`config.mk`:
```
export PLATFORM = sky130hd
export DESIGN_NAME = urhps_top
export DESIGN_NICKNAME = d
export VERILOG_FILES = /design/src/urhps_pkg.sv /design/src/urhps_top.sv
export SDC_FILE = /design/constraint.sdc
export NUM_CORES = 1
export LEC_CHECK = 0
export ABC_AREA = 1
export BUFFER_PORTS_ARGS = -buffer_cell sky130_fd_sc_hd__buf_2
export CAP_MARGIN = 20
export CORE_MARGIN = 5
export CORE_UTILIZATION = 35
export CTS_BUF_LIST = sky130_fd_sc_hd__clkbuf_4 sky130_fd_sc_hd__clkbuf_8
export CTS_CLUSTER_DIAMETER = 100
export DETAILED_ROUTE_END_ITERATION = 12
export PLACE_DENSITY = 0.52
export SYNTH_ARGS = -nofsm -noshare
export SYNTH_HDL_FRONTEND = slang
export SYNTH_SLANG_ARGS = --single-unit
```
`constraint.sdc`:
```
create_clock -name clk -period 5 [get_ports clk]
set_clock_uncertainty 0.1 [all_clocks]
set_input_delay 0.5 -clock clk [delete_from_list [all_inputs] [get_ports clk]]
set_output_delay 0.5 -clock clk [all_outputs]
set_load 0.05 [all_outputs]
```
`src/urhps_pkg.sv`:
```
// constants and types for the root hub port status block
package urhps_pkg;
  localparam logic [7:0] URHPS_PORT1_OFFSET = 8'h54;
  localparam logic [7:0] URHPS_PORT2_OFFSET = 8'h58;
  localparam logic [7:0] URHPS_PORT3_OFFSET = 8'h5c;
  localparam logic [7:0] URHPS_CFG_OFFSET = 8'h60;
  localparam logic [31:0] URHPS_PORT_RESET = 32'h0000_0000;
  localparam int URHPS_BIT_RST_DONE = 20;
  localparam int URHPS_BIT_RES_DONE = 18;
  localparam int URHPS_BIT_HW_DIS = 17;
  localparam int URHPS_BIT_ATT_CHG = 16;
  localparam int URHPS_BIT_SLOW = 9;
  localparam int URHPS_BIT_PWR = 8;
  localparam int URHPS_BIT_RST = 4;
  localparam int URHPS_BIT_OVL = 3;
  localparam int URHPS_BIT_SUSP = 2;
  localparam int URHPS_BIT_EN = 1;
  localparam int URHPS_BIT_ATT = 0;
  // configuration register fields
  localparam int URHPS_CFG_USB_RESET = 0;
  localparam int URHPS_CFG_ALWAYS_POWERED = 1;
  localparam int URHPS_CFG_GUARD_OFF = 2;
  localparam int URHPS_CFG_PER_PORT = 3;
  localparam int URHPS_CFG_FIXED_LSB = 4;
  localparam int URHPS_CFG_PORT3_EN = 26;
  localparam logic [31:0] URHPS_CFG_WMASK = 32'h0400_007f;
  localparam logic [31:0] URHPS_CFG_RESET = 32'h0000_0001;
  // timing
  localparam int URHPS_CLK_HZ = 10_000_000;
  localparam int URHPS_RESET_TIME_MS = 10;
  localparam int URHPS_RESUME_TIME_MS = 20;
  localparam int URHPS_RESET_CYCLES = URHPS_CLK_HZ / 1000 * URHPS_RESET_TIME_MS;
  localparam int URHPS_RESUME_CYCLES = URHPS_CLK_HZ / 1000 * URHPS_RESUME_TIME_MS;
  localparam logic [1:0] URHPS_RESP_OKAY = 2'b00;
  localparam logic [1:0] URHPS_RESP_SLVERR = 2'b10;

  typedef struct packed {
    logic att;
    logic slow;
    logic ovl;
  } urhps_pin_t;

  typedef struct packed {
    logic att;
    logic en;
    logic susp;
    logic pwr;
    logic rst;
    logic rst_done;
    logic res_done;
    logic hw_dis;
    logic att_chg;
  } urhps_port_t;
endpackage

```
`src/urhps_top.sv`:
```
// root hub port status and control registers behind an axi4-lite slave
`timescale 1ns/10ps
module urhps_top #(
  parameter int NUM_PORTS = 3,
  parameter int RESET_CYCLES = urhps_pkg::URHPS_RESET_CYCLES,
  parameter int RESUME_CYCLES = urhps_pkg::URHPS_RESUME_CYCLES
) (
  input wire logic clk,
  input wire logic rst_b,
  input wire logic [7:0] s_axi_awaddr,
  input wire logic s_axi_awvalid,
  output logic s_axi_awready,
  input wire logic [31:0] s_axi_wdata,
  input wire logic [3:0] s_axi_wstrb,
  input wire logic s_axi_wvalid,
  output logic s_axi_wready,
  output logic [1:0] s_axi_bresp,
  output logic s_axi_bvalid,
  input wire logic s_axi_bready,
  input wire logic [7:0] s_axi_araddr,
  input wire logic s_axi_arvalid,
  output logic s_axi_arready,
  output logic [31:0] s_axi_rdata,
  output logic [1:0] s_axi_rresp,
  output logic s_axi_rvalid,
  input wire logic s_axi_rready,
  input wire urhps_pkg::urhps_pin_t [NUM_PORTS-1:0] port_pin,
  output logic [NUM_PORTS-1:0] port_reset_drive,
  output logic [NUM_PORTS-1:0] port_resume_drive,
  output logic [NUM_PORTS-1:0] port_power_drive,
  output logic [NUM_PORTS-1:0] port_enable_drive
);
  if (NUM_PORTS < 2 || NUM_PORTS > 3 || RESET_CYCLES < 1 || RESUME_CYCLES < 1) begin : gen_bad_param
    $error("urhps_top: unsupported parameter value");
  end

  // ----------------------------------------
  // axi4-lite write address, write data and write response channels
  // ----------------------------------------
  logic [7:0] awaddr_reg;
  logic aw_have_reg;
  logic [31:0] wdata_reg;
  logic [3:0] wstrb_reg;
  logic w_have_reg;
  logic [31:0] cfg_reg;
  logic wr_fire;
  logic [31:0] wr_bits;
  logic [31:0] wr_be;
  logic wr_hit_port [NUM_PORTS];
  logic wr_mapped;

  assign wr_fire = aw_have_reg && w_have_reg && !s_axi_bvalid;
  always_comb begin
    wr_bits = 32'h0000_0000;
    wr_be = 32'h0000_0000;
    for (int b = 0; b < 4; b++) begin
      if (wstrb_reg[b]) begin
        wr_bits[b*8 +: 8] = wdata_reg[b*8 +: 8];
        wr_be[b*8 +: 8] = 8'hff;
      end
    end
  end

  always_ff @(posedge clk) begin
    if (!rst_b) begin
      aw_have_reg <= 1'b0;
      awaddr_reg <= 8'h00;
      s_axi_awready <= 1'b0;
    end else if (wr_fire) begin
      aw_have_reg <= 1'b0;
      s_axi_awready <= 1'b0;
    end else if (s_axi_awvalid && s_axi_awready) begin
      aw_have_reg <= 1'b1;
      awaddr_reg <= s_axi_awaddr;
      s_axi_awready <= 1'b0;
    end else begin
      s_axi_awready <= !aw_have_reg && !s_axi_bvalid;
    end
  end

  always_ff @(posedge clk) begin
    if (!rst_b) begin
      w_have_reg <= 1'b0;
      wdata_reg <= 32'h0000_0000;
      wstrb_reg <= 4'h0;
      s_axi_wready <= 1'b0;
    end else if (wr_fire) begin
      w_have_reg <= 1'b0;
      s_axi_wready <= 1'b0;
    end else if (s_axi_wvalid && s_axi_wready) begin
      w_have_reg <= 1'b1;
      wdata_reg <= s_axi_wdata;
      wstrb_reg <= s_axi_wstrb;
      s_axi_wready <= 1'b0;
    end else begin
      s_axi_wready <= !w_have_reg && !s_axi_bvalid;
    end
  end

  logic port3_on;
  assign port3_on = (NUM_PORTS > 2) && cfg_reg[urhps_pkg::URHPS_CFG_PORT3_EN];
  always_comb begin
    wr_mapped = (awaddr_reg == urhps_pkg::URHPS_CFG_OFFSET);
    for (int p = 0; p < NUM_PORTS; p++) begin
      wr_hit_port[p] = wr_fire && (awaddr_reg == 8'(urhps_pkg::URHPS_PORT1_OFFSET + 8'(4 * p)))
        && (p < 2 || port3_on);
      if (wr_hit_port[p]) begin
        wr_mapped = 1'b1;
      end
    end
  end

  always_ff @(posedge clk) begin
    if (!rst_b) begin
      s_axi_bvalid <= 1'b0;
      s_axi_bresp <= urhps_pkg::URHPS_RESP_OKAY;
    end else if (wr_fire) begin
      s_axi_bvalid <= 1'b1;
      s_axi_bresp <= wr_mapped ? urhps_pkg::URHPS_RESP_OKAY : urhps_pkg::URHPS_RESP_SLVERR;
    end else if (s_axi_bready) begin
      s_axi_bvalid <= 1'b0;
    end
  end

  // ----------------------------------------
  // configuration register
  // ----------------------------------------
  logic usb_reset;
  assign usb_reset = cfg_reg[urhps_pkg::URHPS_CFG_USB_RESET];
  always_ff @(posedge clk) begin
    if (!rst_b) begin
      cfg_reg <= urhps_pkg::URHPS_CFG_RESET;
    end else if (wr_fire && awaddr_reg == urhps_pkg::URHPS_CFG_OFFSET) begin
      // plain read/write: strobed bytes replace the writable bits, zeros included
      cfg_reg <= (cfg_reg & ~(wr_be & urhps_pkg::URHPS_CFG_WMASK)) | (wr_bits & urhps_pkg::URHPS_CFG_WMASK);
    end
  end

  // ----------------------------------------
  // per-port state
  // ----------------------------------------
  urhps_pkg::urhps_port_t port_reg [NUM_PORTS];
  logic [31:0] port_view [NUM_PORTS];

  for (genvar g = 0; g < NUM_PORTS; g++) begin : gen_port
    logic [2:0] pin_s1_reg;
    logic [2:0] pin_s2_reg;
    logic [2:0] pin_s3_reg;
    logic att_f_reg;
    logic slow_f_reg;
    logic ovl_f_reg;
    logic fixed;
    logic [31:0] rst_cnt_reg;
    logic [31:0] res_cnt_reg;
    logic rst_end;
    logic res_end;
    logic att_now;
    logic [31:0] wb;

    assign fixed = cfg_reg[urhps_pkg::URHPS_CFG_FIXED_LSB + g];
    assign wb = wr_hit_port[g] ? wr_bits : 32'h0000_0000;

    // three-stage pin synchroniser; change accepted when stages two and three agree
    always_ff @(posedge clk) begin
      if (!rst_b) begin
        pin_s1_reg <= 3'h0;
        pin_s2_reg <= 3'h0;
        pin_s3_reg <= 3'h0;
        att_f_reg <= 1'b0;
        slow_f_reg <= 1'b0;
        ovl_f_reg <= 1'b0;
      end else begin
        pin_s1_reg <= port_pin[g];
        pin_s2_reg <= pin_s1_reg;
        pin_s3_reg <= pin_s2_reg;
        if (pin_s2_reg[2] == pin_s3_reg[2]) att_f_reg <= pin_s3_reg[2];
        if (pin_s2_reg[1] == pin_s3_reg[1]) slow_f_reg <= pin_s3_reg[1];
        if (pin_s2_reg[0] == pin_s3_reg[0]) ovl_f_reg <= pin_s3_reg[0];
      end
    end

    assign att_now = fixed | att_f_reg;
    assign rst_end = port_reg[g].rst && rst_cnt_reg == 32'(RESET_CYCLES - 1);
    assign res_end = (res_cnt_reg != 32'h0) && res_cnt_reg == 32'(RESUME_CYCLES);

    always_ff @(posedge clk) begin
      if (!rst_b || usb_reset || !(g < 2 || port3_on)) begin
        rst_cnt_reg <= 32'h0;
      end else if (port_reg[g].rst) begin
        rst_cnt_reg <= rst_end ? 32'h0 : rst_cnt_reg + 32'h1;
      end else begin
        rst_cnt_reg <= 32'h0;
      end
    end

    // resume counter runs from the write of bit 3 while suspended
    always_ff @(posedge clk) begin
      if (!rst_b || usb_reset || !(g < 2 || port3_on)) begin
        res_cnt_reg <= 32'h0;
      end else if (res_end) begin
        res_cnt_reg <= 32'h0;
      end else if (res_cnt_reg != 32'h0) begin
        res_cnt_reg <= res_cnt_reg + 32'h1;
      end else if (wb[urhps_pkg::URHPS_BIT_OVL] && port_reg[g].susp) begin
        res_cnt_reg <= 32'h1;
      end
    end

    always_ff @(posedge clk) begin
      if (!rst_b || usb_reset || !(g < 2 || port3_on)) begin
        port_reg[g] <= '0;
        port_reg[g].att_chg <= fixed;
        port_reg[g].att <= fixed;
      end else begin
        port_reg[g].att <= att_now;
        if (att_now != port_reg[g].att) begin
          port_reg[g].att_chg <= 1'b1;
        end else if (wb[urhps_pkg::URHPS_BIT_ATT_CHG]) begin
          port_reg[g].att_chg <= 1'b0;
        end
        if (!att_now && port_reg[g].en) begin
          port_reg[g].en <= 1'b0;
          port_reg[g].hw_dis <= 1'b1;
        end else begin
          if (wb[urhps_pkg::URHPS_BIT_HW_DIS]) port_reg[g].hw_dis <= 1'b0;
          if (wb[urhps_pkg::URHPS_BIT_ATT]) begin
            port_reg[g].en <= 1'b0;
          end else if (wb[urhps_pkg::URHPS_BIT_EN] || rst_end) begin
            port_reg[g].en <= att_now;
          end
        end
        if (wb[urhps_pkg::URHPS_BIT_SLOW]) begin
          port_reg[g].pwr <= 1'b0;
        end else if (wb[urhps_pkg::URHPS_BIT_PWR]) begin
          port_reg[g].pwr <= 1'b1;
        end
        if (rst_end) begin
          port_reg[g].rst <= 1'b0;
          port_reg[g].rst_done <= 1'b1;
        end else begin
          if (wb[urhps_pkg::URHPS_BIT_RST] && att_now) port_reg[g].rst <= 1'b1;
          if (wb[urhps_pkg::URHPS_BIT_RST_DONE]) port_reg[g].rst_done <= 1'b0;
        end
        if (res_end) begin
          port_reg[g].susp <= 1'b0;
          port_reg[g].res_done <= 1'b1;
        end else begin
          if (wb[urhps_pkg::URHPS_BIT_SUSP] && port_reg[g].en) port_reg[g].susp <= 1'b1;
          if (wb[urhps_pkg::URHPS_BIT_RES_DONE]) port_reg[g].res_done <= 1'b0;
        end
      end
    end

    // read view; unlisted bits stay zero
    always_comb begin
      port_view[g] = 32'h0000_0000;
      port_view[g][urhps_pkg::URHPS_BIT_RST_DONE] = port_reg[g].rst_done;
      port_view[g][urhps_pkg::URHPS_BIT_RES_DONE] = port_reg[g].res_done;
      port_view[g][urhps_pkg::URHPS_BIT_HW_DIS] = port_reg[g].hw_dis;
      port_view[g][urhps_pkg::URHPS_BIT_ATT_CHG] = port_reg[g].att_chg;
      port_view[g][urhps_pkg::URHPS_BIT_SLOW] = port_reg[g].att & slow_f_reg;
      port_view[g][urhps_pkg::URHPS_BIT_PWR] = port_reg[g].pwr
        | cfg_reg[urhps_pkg::URHPS_CFG_ALWAYS_POWERED];
      port_view[g][urhps_pkg::URHPS_BIT_RST] = port_reg[g].rst;
      port_view[g][urhps_pkg::URHPS_BIT_OVL] = ovl_f_reg
        & !cfg_reg[urhps_pkg::URHPS_CFG_GUARD_OFF] & cfg_reg[urhps_pkg::URHPS_CFG_PER_PORT];
      port_view[g][urhps_pkg::URHPS_BIT_SUSP] = port_reg[g].susp;
      port_view[g][urhps_pkg::URHPS_BIT_EN] = port_reg[g].en;
      port_view[g][urhps_pkg::URHPS_BIT_ATT] = port_reg[g].att;
    end

    always_ff @(posedge clk) begin
      if (!rst_b) begin
        port_reset_drive[g] <= 1'b0;
        port_resume_drive[g] <= 1'b0;
        port_power_drive[g] <= 1'b0;
        port_enable_drive[g] <= 1'b0;
      end else begin
        port_reset_drive[g] <= port_reg[g].rst;
        port_resume_drive[g] <= res_cnt_reg != 32'h0;
        port_power_drive[g] <= port_view[g][urhps_pkg::URHPS_BIT_PWR];
        port_enable_drive[g] <= port_reg[g].en;
      end
    end
  end

  // ----------------------------------------
  // read channel
  // ----------------------------------------
  logic [31:0] rd_word;
  logic rd_ok;
  always_comb begin
    rd_word = 32'h0000_0000;
    rd_ok = 1'b0;
    if (s_axi_araddr == urhps_pkg::URHPS_CFG_OFFSET) begin
      rd_word = cfg_reg;
      rd_ok = 1'b1;
    end
    for (int p = 0; p < NUM_PORTS; p++) begin
      if (s_axi_araddr == 8'(urhps_pkg::URHPS_PORT1_OFFSET + 8'(4 * p)) && (p < 2 || port3_on)) begin
        rd_word = port_view[p];
        rd_ok = 1'b1;
      end
    end
  end

  always_ff @(posedge clk) begin
    if (!rst_b) begin
      s_axi_arready <= 1'b0;
      s_axi_rvalid <= 1'b0;
      s_axi_rdata <= 32'h0000_0000;
      s_axi_rresp <= urhps_pkg::URHPS_RESP_OKAY;
    end else if (s_axi_arvalid && s_axi_arready) begin
      s_axi_arready <= 1'b0;
      s_axi_rvalid <= 1'b1;
      s_axi_rdata <= rd_word;
      s_axi_rresp <= rd_ok ? urhps_pkg::URHPS_RESP_OKAY : urhps_pkg::URHPS_RESP_SLVERR;
    end else if (s_axi_rvalid) begin
      if (s_axi_rready) s_axi_rvalid <= 1'b0;
    end else begin
      s_axi_arready <= 1'b1;
    end
  end
endmodule

```
==> metrics.txt <==
status=finished clean; Post-CTS Setup Bufs=0; Arr. time, crit path=3.13 ns; RePlAce Congestion=0.927; Num CTS Buffers=59; initial core utilization=0.352; Fillers=5076; setup violators final=0; CP peak stage delay=0.83 ns; Seq/Total Area, Yosys=0.402; Async SR Flop Fraction=0; via/cell ratio=4.68; Final ANT Viol Nets=0; min Tclk post-route=2.71 ns; DP HPWL=35500 um; crit path from=rst_b; CTS resizes=0; WL per Instance=13.7 um; critical-path maximum fanout=82; initial antenna violation count=0; port buffer count=82; clk slew on worst S/H paths=0.07 ns; setup_tns=0 ns; most common cell in the netlist=nand2_1; total global routing overflow=0; ANT cells=0; share of cells above drive strength 1=0.0832; clk sinks=324; Ports=121; FF-to-FF setup slack=2.54 ns; crit path max-delay cell type=clkinv_1; synth warn=0; Worst setup EP type=flop; worst min path class=in2reg; Synth Flop Type=dfxtp_1; Post-Syn Area=16700 um2; area leader, netlist=dfxtp_1; DRC errors left=0; top post-synthesis cells by area=dfxtp_1 36%, nand2_1 15%, nor2_1 14%; leak pwr=7.21 nW; reg-to-reg critical path endpoint=port_reg[2][6]; die area=52300 um2; Distinct cells, synth=41; max cap viols=0; family with the most delay on the worst path=buffers and inverters; Peak VDD IR=0.178 mV; Final Cell Area=19300 um2; CTS H-Tree Depth=2; Synth Register Bits=324; share of the synthesized area in the top cell type=0.359; RSZ-0062 raised after global routing=false; vias in the first global route=15200; CTS tree=built; pwr/cell area=294 nW/um2; clock root buffer=clkbuf_8; final slew viol count=0; largest net degree at the start of global routing=83; GRT Overall Usage=0.175; Fmax=370 MHz; Worst-Margin Slew=0.853 ns; first-pass GRT wire length=76400 um; Pwr Total=5.66 mW; worst-path cell chain=dlygate4sd3_1, buf_4, buf_4, clkinv_1, nor3_1, a21oi_1; most frequent CP cell=buf_4; Area Overhead vs Synth=15.3%; final wirelength=46700 um; Longest Clk Path Bufs=3; Reg area=6730 um2; row cnt=80; startpoint types=primary input; Slew HR=0.429; Levels on crit path=6; nets@finish=2817; Starting DRT DRC Count=975; most frequent cells after synthesis=688 x nand2_1, 646 x nor2_1, 313 x inv_1, 300 x dfxtp_1, 136 x nand3_1; area of the multi-input gates=8520 um2; via count=15900; EDFF count, synth=24; r2r worst-path depth=7; Setup CP Type=in2reg; WP data required=5.43 ns; final critical-path share of the clock period=0.541; Post-Syn Area per Cell=6.43 um2; Die Span X=229 um; Placed Area=17700 um2; Mapped Cells=2602; chip height=229 um; Final Hold Fails=0; worst path bufs/invs=4; core footprint=47500 um2; clk_lat worst skew=0.67 ns; Min-Delay Path Depth=3; first drt pass iteration count=6
-- stage by stage --
step | util | worst slack [ns] | hold WS, ns | cells
final | 0.406 | 2.29 | 0.0613 | 3405
after detailed placement | 0.371 | 2.10 | 0.301 | 3262
after floorplan | - | 3.11 | 0.290 | 2621
after global routing | 0.406 | 1.99 | 0.0357 | 3405
after global placement | 0.371 | 2.14 | 0.303 | 3262
after CTS | 0.406 | 2.27 | 0.00313 | 3405
-- power by group --
group / internal, mW / total (mW) / switching, mW
sequential: 2.65 / 2.67 / 0.0257
clock: 1.60 / 2.77 / 1.17
combinational: 0.0654 / 0.218 / 0.153
total: 4.32 / 5.66 / 1.35
-- worst reg2reg max path, cell delays in order (launching register included) --
cell and delay (ns):
dfxtp_1 0.40, inv_1 0.12, nand2_2 0.21, nor2_4 0.29, inv_2 0.14, nor2_2 0.52, inv_2 0.35, nor2_1 0.17
-- placed cells by master, fill, tap and decap left out, types with 5 or more instances in the layout --
cell / instances
nand2_1: 688
nor2_1: 646
inv_1: 313
dfxtp_1: 300
nand3_1: 136
nor3_1: 86
o21ai_0: 81
buf_2: 81
clkbuf_8: 77
a21oi_1: 68
xor2_1: 53
xnor2_1: 33
dlygate4sd3_1: 32
edfxtp_1: 24
clkbuf_4: 23
nand4_1: 22
nand3b_1: 20
conb_1: 20
nor2_2: 9
ha_1: 9
a31oi_1: 8
clkinv_2: 7
o211ai_1: 6
inv_2: 5
or2_2: 5
-- cell families (layout without fill, tap and decap cells) --
kind of cell    Yosys count  after routing  share of synthesized area
flops                   324            324                      0.402
compound gates          171            171                     0.0540
buf+inv                 379            548                     0.0936
xor+xnor                 86             86                     0.0450
other cells               1             20                   0.000224
fa+ha+maj                 9              9                    0.00673
simple gates           1632           1632                      0.399
-- metal layers --
| layer | global-route usage | part of all wire | vias up |
|---|---|---|---|
| li1 | - | - | 8314 |
| met1 | 0.244 | 0.49 | 7145 |
| met2 | 0.273 | 0.42 | 378 |
| met3 | 0.0322 | 0.056 | 92 |
| met4 | 0.0609 | 0.031 | 0 |
| met5 | 0 | 0 | - |
-- worst min path at each step --
| stage | start | slack [ns] | to |
|---|---|---|---|
| 2_1_floorplan | gen_port[0].pin_s1_reg[0] | 0.29 | gen_port[0].pin_s2_reg[0] |
| 3_3_place_gp | gen_port[2].pin_s1_reg[2] | 0.30 | gen_port[2].pin_s2_reg[2] |
| 3_5_place_dp | gen_port[2].pin_s1_reg[0] | 0.30 | gen_port[2].pin_s2_reg[0] |
| 4_1_cts | s_axi_wdata[26] | 0.003 | wdata_reg[26] |
| 5_1_grt | s_axi_wdata[26] | 0.04 | wdata_reg[26] |
| 6_report | s_axi_wdata[26] | 0.06 | wdata_reg[26] |
-- area by class of cell --
type | instances | area share
timing repair buffer | 117 | 0.0392
multi-input combinational | 1918 | 0.441
inverter | 320 | 0.0622
clock buffer | 100 | 0.0639
sequential | 324 | 0.349
tap | 615 | 0.0399
clock inverter | 11 | 0.00486
-- repair_timing --
action                                  4_1_cts  5_1_grt
endpoints found under the setup margin        0        0
hold buffers                                 32        0
hold endpoints to repair                     31        0
(Power assumes the default switching activity.)
